File: config.mk
export PLATFORM = sky130hd
export DESIGN_NAME = dhs_alu
export DESIGN_NICKNAME = d
export VERILOG_FILES = /design/src/dhs_pkg.sv /design/src/dhs_lane.sv /design/src/dhs_alu.sv
export SDC_FILE = /design/constraint.sdc
export NUM_CORES = 2
export LEC_CHECK = 0
export BUFFER_PORTS_ARGS = -buffer_cell sky130_fd_sc_hd__buf_4
export CORE_MARGIN = 8
export CORE_UTILIZATION = 50
export DETAILED_ROUTE_END_ITERATION = 10
export PLACE_DENSITY_LB_ADDON = 0.1
export SLEW_MARGIN = 20
export SYNTH_ARGS = -nofsm -noshare
export SYNTH_HDL_FRONTEND = slang
export SYNTH_SLANG_ARGS = --single-unit
export TNS_END_PERCENT = 50
File: constraint.sdc
create_clock -name sys_clk -period 24.4 [get_ports sys_clk]
set_clock_uncertainty 0.1 [all_clocks]
set_input_delay 7.32 -clock sys_clk [delete_from_list [all_inputs] [get_ports sys_clk]]
set_output_delay 7.32 -clock sys_clk [all_outputs]
set_load 0.01 [all_outputs]
File: src/dhs_pkg.sv
// package: opcodes, latencies and carriers for the dual halfword saturating alu
package dhs_pkg;
  localparam int DHS_LANE_W = 16;
  localparam int DHS_WORD_W = 32;
  localparam int DHS_LAT_ALU = 2;
  localparam int DHS_LAT_MUL = 3;
  localparam int DHS_GUARD_BIT = 0;
  localparam logic signed [31:0] DHS_SAT_MAX = 32'sh0000_7fff;
  localparam logic signed [31:0] DHS_SAT_MIN = 32'shffff_8000;
  localparam logic [15:0] DHS_LANE_MAX = 16'h7fff;
  localparam logic [15:0] DHS_LANE_MIN = 16'h8000;
  localparam logic [31:0] DHS_RESET_WORD = 32'h0000_0000;

  typedef enum logic [1:0] {
    DHS_OP_ABS = 2'h0,
    DHS_OP_ADD = 2'h1,
    DHS_OP_MUL = 2'h2,
    DHS_OP_SUB = 2'h3
  } dhs_op_e;

  typedef struct packed {
    logic valid;
    dhs_op_e op;
    logic guardPresent;
    logic [31:0] guard;
    logic [4:0] destIndex;
    logic [31:0] firstSource;
    logic [31:0] secondSource;
  } dhs_issue_s;

  typedef struct packed {
    logic valid;
    logic [4:0] destIndex;
    logic [31:0] data;
  } dhs_write_s;
endpackage

File: src/dhs_lane.sv
// one signed 16-bit lane: abs, add, mul or sub, saturated
`timescale 1ns/1ps
module dhs_lane (
  // operands
  input wire logic [15:0] firstHalf,
  input wire logic [15:0] secondHalf,
  input wire dhs_pkg::dhs_op_e op,
  // result
  output logic [15:0] result
);
  logic signed [31:0] firstExt;
  logic signed [31:0] secondExt;
  logic signed [31:0] sum;
  logic signed [31:0] diff;
  logic signed [31:0] prod;
  logic signed [31:0] absVal;
  logic signed [31:0] raw;
  logic signed [31:0] sat;

  assign firstExt = {{16{firstHalf[15]}}, firstHalf}; // RULE_09
  assign secondExt = {{16{secondHalf[15]}}, secondHalf}; // RULE_09
  assign sum = firstExt + secondExt;
  assign diff = firstExt - secondExt;
  // 16x16 signed product always fits 32 bits, no overflow before clipping
  assign prod = firstExt * secondExt;
  // most negative clips first, then plain negation
  assign absVal = (firstExt == dhs_pkg::DHS_SAT_MIN) ? dhs_pkg::DHS_SAT_MAX : // RULE_02
    (firstExt < 0) ? -firstExt : firstExt; // RULE_01 RULE_03

  assign raw = (op == dhs_pkg::DHS_OP_ABS) ? absVal : // RULE_12
    (op == dhs_pkg::DHS_OP_ADD) ? sum : // RULE_04
    (op == dhs_pkg::DHS_OP_MUL) ? prod : diff; // RULE_05 RULE_06
  assign sat = (raw < dhs_pkg::DHS_SAT_MIN) ? dhs_pkg::DHS_SAT_MIN :
    (raw > dhs_pkg::DHS_SAT_MAX) ? dhs_pkg::DHS_SAT_MAX : raw; // RULE_04 RULE_05 RULE_06
  assign result = sat[15:0]; // RULE_08
endmodule // dhs_lane

File: src/dhs_alu.sv
// dual halfword saturating alu: two lanes, pipelined, guarded write-back
// Operation
// [RULE_01] abs of both halfwords, each independent
// [RULE_02] most negative halfword gives 0x7fff
// [RULE_03] non-negative passes, negative is negated
// [RULE_04] add lanes, saturate to signed 16
// [RULE_05] multiply lanes, saturate to signed 16
// [RULE_06] subtract second from first, saturate
// [RULE_07] high with high, low with low
// [RULE_08] upper result bits 31:16, lower 15:0
// [RULE_09] sign-extend halfwords before arithmetic
// [RULE_10] guard bit 0 set enables write
// [RULE_11] no guard means always write; an alu op landing in the same cycle as a mul is dropped
// [RULE_12] selector picks function; abs ignores second
`timescale 1ns/1ps
module dhs_alu #(
  parameter int LAT_ALU = dhs_pkg::DHS_LAT_ALU,
  parameter int LAT_MUL = dhs_pkg::DHS_LAT_MUL
) (
  // clock and reset
  input wire logic sys_clk,
  input wire logic reset,
  // issue
  input wire dhs_pkg::dhs_issue_s issue,
  // write-back
  output dhs_pkg::dhs_write_s writeBack
);
  // taps sit at stage latency-2, so both latencies need at least two cycles
  generate
    if (LAT_ALU < 2 || LAT_MUL < LAT_ALU || LAT_MUL > 8) begin : gBadLatency
      $error("dhs_alu: unsupported latency");
    end
  endgenerate

  localparam int DEPTH = LAT_MUL;

  logic [15:0] upperResult;
  logic [15:0] lowerResult;
  logic doWrite;
  logic [31:0] packed32;
  logic isMul;

  // lanes share only the op select, so one lane saturating leaves the other alone
  dhs_lane upperLane ( // RULE_07
    .firstHalf(issue.firstSource[31:16]),
    .secondHalf(issue.secondSource[31:16]),
    .op(issue.op),
    .result(upperResult)
  );
  dhs_lane lowerLane ( // RULE_07
    .firstHalf(issue.firstSource[15:0]),
    .secondHalf(issue.secondSource[15:0]),
    .op(issue.op),
    .result(lowerResult)
  );

  assign doWrite = issue.valid &&
    (!issue.guardPresent || issue.guard[dhs_pkg::DHS_GUARD_BIT]); // RULE_10 RULE_11
  assign packed32 = {upperResult, lowerResult}; // RULE_08
  assign isMul = (issue.op == dhs_pkg::DHS_OP_MUL);

  // delay line; each entry exits at its own latency stage
  logic [DEPTH-1:0] stValid;
  logic [DEPTH-1:0] stMul;
  logic [4:0] stDest [DEPTH];
  logic [31:0] stData [DEPTH];
  logic [DEPTH-1:0] tapAlu;
  logic [DEPTH-1:0] tapMul;
  logic anyTap;
  dhs_pkg::dhs_write_s next_writeBack;

  always_ff @(posedge sys_clk) begin
    if (reset) begin
      stValid <= '0;
      stMul <= '0;
    end else begin
      stValid <= {stValid[DEPTH-2:0], doWrite};
      stMul <= {stMul[DEPTH-2:0], isMul};
    end
  end

  always_ff @(posedge sys_clk) begin
    stDest[0] <= issue.destIndex;
    stData[0] <= packed32;
    for (int i = 1; i < DEPTH; i++) begin
      stDest[i] <= stDest[i-1];
      stData[i] <= stData[i-1];
    end
  end

  // stage index i holds an op issued i+1 cycles ago; output register adds one more
  // since writeBack is taken from stage latency-2 then registered
  genvar g;
  generate
    for (g = 0; g < DEPTH; g++) begin : gTap
      assign tapAlu[g] = (g == LAT_ALU - 2) && stValid[g] && !stMul[g];
      assign tapMul[g] = (g == LAT_MUL - 2) && stValid[g] && stMul[g];
    end
  endgenerate
  assign anyTap = |(tapAlu | tapMul);

  always_comb begin
    next_writeBack = '0;
    for (int i = 0; i < DEPTH; i++) begin
      if (tapAlu[i] || tapMul[i]) begin
        next_writeBack.destIndex = stDest[i];
        next_writeBack.data = stData[i];
      end
    end
    next_writeBack.valid = anyTap; // RULE_10 RULE_11
  end

  always_ff @(posedge sys_clk) begin
    if (reset) begin
      writeBack <= '0;
    end else begin
      writeBack <= next_writeBack;
    end
  end
endmodule // dhs_alu

==> results.py <==
metrics = {
    "logic_synthesis": {
        "synth-main-ff-cell": "sky130_fd_sc_hd__dfxtp_1",
        "synthesis.nets": 4114,
        "post_synth_inst_count": 3247,
        "synthesis.yosys.warnings": 0,
        "syn_area_um2": 27790,
        "number_of_flops_mapped_to_enable_cells_by_yosys": 0,
        "ffs_w_async_s_r_synth_pct": 0,
        "ys_types": 89,
        "avgSynthCellArea_um2": 8.559,
        "synth_seq_area_share_pct": 8.356,
        "synth.ff_latch_count": 116,
    },
    "cells_and_area": {
        "num-nets-final": 4093,
        "layout.filler_cells": 5198,
        "antennaDiodeCount": 0,
        "drive_above_1_share_pct": 5.526,
        "ff_latch_area_um2": 2322,
        "leading_cell_types_in_the_layout_fill_and_taps_excluded": "sky130_fd_sc_hd__inv_1 (660), sky130_fd_sc_hd__fa_1 (528), sky130_fd_sc_hd__nand2_1 (378), sky130_fd_sc_hd__ha_1 (232), sky130_fd_sc_hd__and2_1 (180)",
        "multi_input_comb_area_um2": 22310,
        "finalCoreUtilization_pct": 53.66,
        "flow.area_growth_from_synthesis_pct": 6.168,
        "layout_commonest_cell": "sky130_fd_sc_hd__inv_1",
    },
    "worst_setup_path": {
        "worstPathArrival_ns": 15.43,
        "reg2regPathDepth": 4,
        "r2r_setup_slack_ns": 22.91,
        "worst_r2r_endpoint": "writeBack[18]",
        "setup.worst_path.class": "in2reg",
        "worst_setup_path_startpoint": "issue[63]",
        "nature_of_the_critical_path_endpoint": "flop",
        "timing.critical_path.to": "stData[0][23]",
        "timing.critical_path.from_type": "primary input",
        "r2r-start": "stMul[0]",
        "critPathRequiredTime_ns": 24.53,
        "cp_max_fo": 34,
    },
    "sta": {
        "timing_worst_slew_pin_value_ns": 1.062,
        "setup_viol": 0,
        "final_max_slew_viol_count": 0,
        "hold_viol": 0,
        "final.hold.worst_slack_ns": 0.2486,
        "slew_headroom_pct": 28.43,
        "timing.fmax_mhz": 65.40,
        "grt_setup_unrepaired": "no",
        "final_period_minus_worst_setup_slack_ns": 15.29,
        "finalCritPeriodShare_pct": 62.67,
        "setup_tns_ns": 0,
    },
    "clock_network": {
        "worstSkewPairLatency_ns": 0.40,
        "number_of_clock_buffers_inserted_by_tritoncts": 17,
        "count_of_clock_tree_sinks": 116,
        "cts_hold_buffers": 0,
        "cts.clk_slew.worst_paths_ns": 0.06,
        "cts_max_level": 4,
        "root_buffer": "sky130_fd_sc_hd__clkbuf_16",
        "cts_resized": 0,
        "post-cts-setup-buffer-count": 0,
        "clock_tree_from_tritoncts": "built",
        "clock_path_buffers": 2,
    },
    "global_route": {
        "antenna_found_initial": 0,
        "globalRoute.totalOverflow": 0,
        "grt_max_degree": 53,
        "grt_first_pass_wirelength_um": 132700,
        "first_global_vias": 24600,
        "groute.usage.overall_pct": 26.29,
    },
    "routing": {
        "detail_route.wirelength_um": 82060,
        "final_antenna_net_count": 0,
        "routed_wire_length_per_instance_um": 20.58,
        "dr_total_vias": 22390,
        "post_drt_via_cell_ratio": 5.616,
        "detail_route.drc_violations": 0,
        "detail_route.iter0.violations": 1529,
        "detailedRoute.firstPassIterationCount": 6,
    },
    "floorplanning": {
        "fp.dieArea_um2": 63380,
        "pin_count": 145,
        "die_x_um": 251.8,
        "start_util_pct": 50.54,
        "coreArea_um2": 54990,
        "row_count": 86,
        "floorplan.die.height_um": 251.8,
    },
    "placement": {
        "hpwl_um": 65580,
        "gp_routability_congestion": 0.9369,
        "portBuffers": 113,
    },
    "run_status": {
        "outcome": "complete, no violations",
    },
    "worst_hold_path": {
        "timing.hold.worst.class": "reg2reg",
    },
    "run": {
        "max_cap_violations": 0,
    },
}
[critical path, cell delays in order]
cell                        delay, ns
sky130_fd_sc_hd__buf_4           0.37
sky130_fd_sc_hd__inv_1           0.26
sky130_fd_sc_hd__nor2_1          0.28
sky130_fd_sc_hd__inv_1           0.10
sky130_fd_sc_hd__fa_1            0.51
sky130_fd_sc_hd__inv_1           0.14
sky130_fd_sc_hd__fa_1            0.97
sky130_fd_sc_hd__fa_1            0.57
sky130_fd_sc_hd__fa_1            0.52
sky130_fd_sc_hd__fa_1            0.49
sky130_fd_sc_hd__inv_1           0.05
sky130_fd_sc_hd__fa_1            0.47
sky130_fd_sc_hd__inv_1           0.05
sky130_fd_sc_hd__ha_1            0.31
sky130_fd_sc_hd__a21oi_1         0.13
sky130_fd_sc_hd__o21ai_0         0.22
sky130_fd_sc_hd__a2111oi_0       0.53
sky130_fd_sc_hd__o211ai_1        0.25
sky130_fd_sc_hd__nand2_1         0.18
sky130_fd_sc_hd__xor2_1          0.25
sky130_fd_sc_hd__a31oi_1         0.12
sky130_fd_sc_hd__nor3_1          0.19
sky130_fd_sc_hd__a31oi_1         0.13
sky130_fd_sc_hd__o31ai_2         0.70
sky130_fd_sc_hd__o21ai_0         0.25
[stage by stage]
step	cells	setup WS, ns	area (um^2)
global placement	3955	8.300	28940
finish	3987	9.109	29510
detailed placement	3955	8.701	28950
floorplan	3247	9.610	27790
global route	3987	8.625	29510
CTS	3987	9.126	29510
[cell type report]
class | instances | area share [%]
Clock buffer | 17 | 1.442
Sequential cell | 116 | 7.870
Clock inverter | 15 | 0.4537
Tap cell | 748 | 3.172
Multi-Input combinational cell | 2310 | 75.60
Timing Repair Buffer | 120 | 3.053
Inverter | 661 | 8.409
[synth_stat cells (36+ instances only)]
master,number,area (um^2)
sky130_fd_sc_hd__xnor2_1,77,674.4
sky130_fd_sc_hd__dfxtp_1,116,2322
sky130_fd_sc_hd__o21a_1,36,270.3
sky130_fd_sc_hd__nor2_1,168,630.6
sky130_fd_sc_hd__and2_1,180,1126
sky130_fd_sc_hd__ha_1,232,2903
sky130_fd_sc_hd__a21oi_1,152,760.7
sky130_fd_sc_hd__xor2_1,41,359.1
sky130_fd_sc_hd__inv_1,660,2477
sky130_fd_sc_hd__nand2_1,378,1419
sky130_fd_sc_hd__clkbuf_1,129,484.2
sky130_fd_sc_hd__o21ai_0,103,515.5
sky130_fd_sc_hd__fa_1,528,10570
[layer usage]
metal	GRT usage (%)	wire length [um]	up-vias
met5	0	0	-
met4	9.245	3234	0
met3	2.881	4444	166
met2	47.37	41480	786
met1	32.42	32900	11340
li1	-	-	10100
[how the worst min path moves through the flow]
stage	start	to	cells past startpoint
2_1_floorplan	stData[0][0]	stData[0][32]	0
3_3_place_gp	stDest[0][4]	stDest[0][9]	0
3_5_place_dp	stData[0][3]	stData[0][35]	0
4_1_cts	stDest[0][3]	stDest[0][8]	0
5_1_grt	stDest[0][3]	stDest[0][8]	0
6_report	stDest[0][3]	stDest[0][8]	0
[logic make-up (layout without fill, tap and decap cells)]
logic type	Yosys count	after routing	share of synthesized area (%)
multiplexers	12	12	0.5852
AND/OR/NAND/NOR	904	904	15.44
buffers and inverters	821	813	11.41
XOR/XNOR	118	118	3.719
flip-flops	116	116	8.356
AO/OA/AOI/OAI	516	516	12.02
adder cells (fa/ha/maj)	760	760	48.48
[registers in the layout (all words and copies together), names as in the netlist]
name and cells:
stValid 2, stMul 2, stDest 10, stData 64, writeBack 38
Power is not shown: default switching activity piles up to over one toggle a cycle in this logic, so the estimate is an artifact.
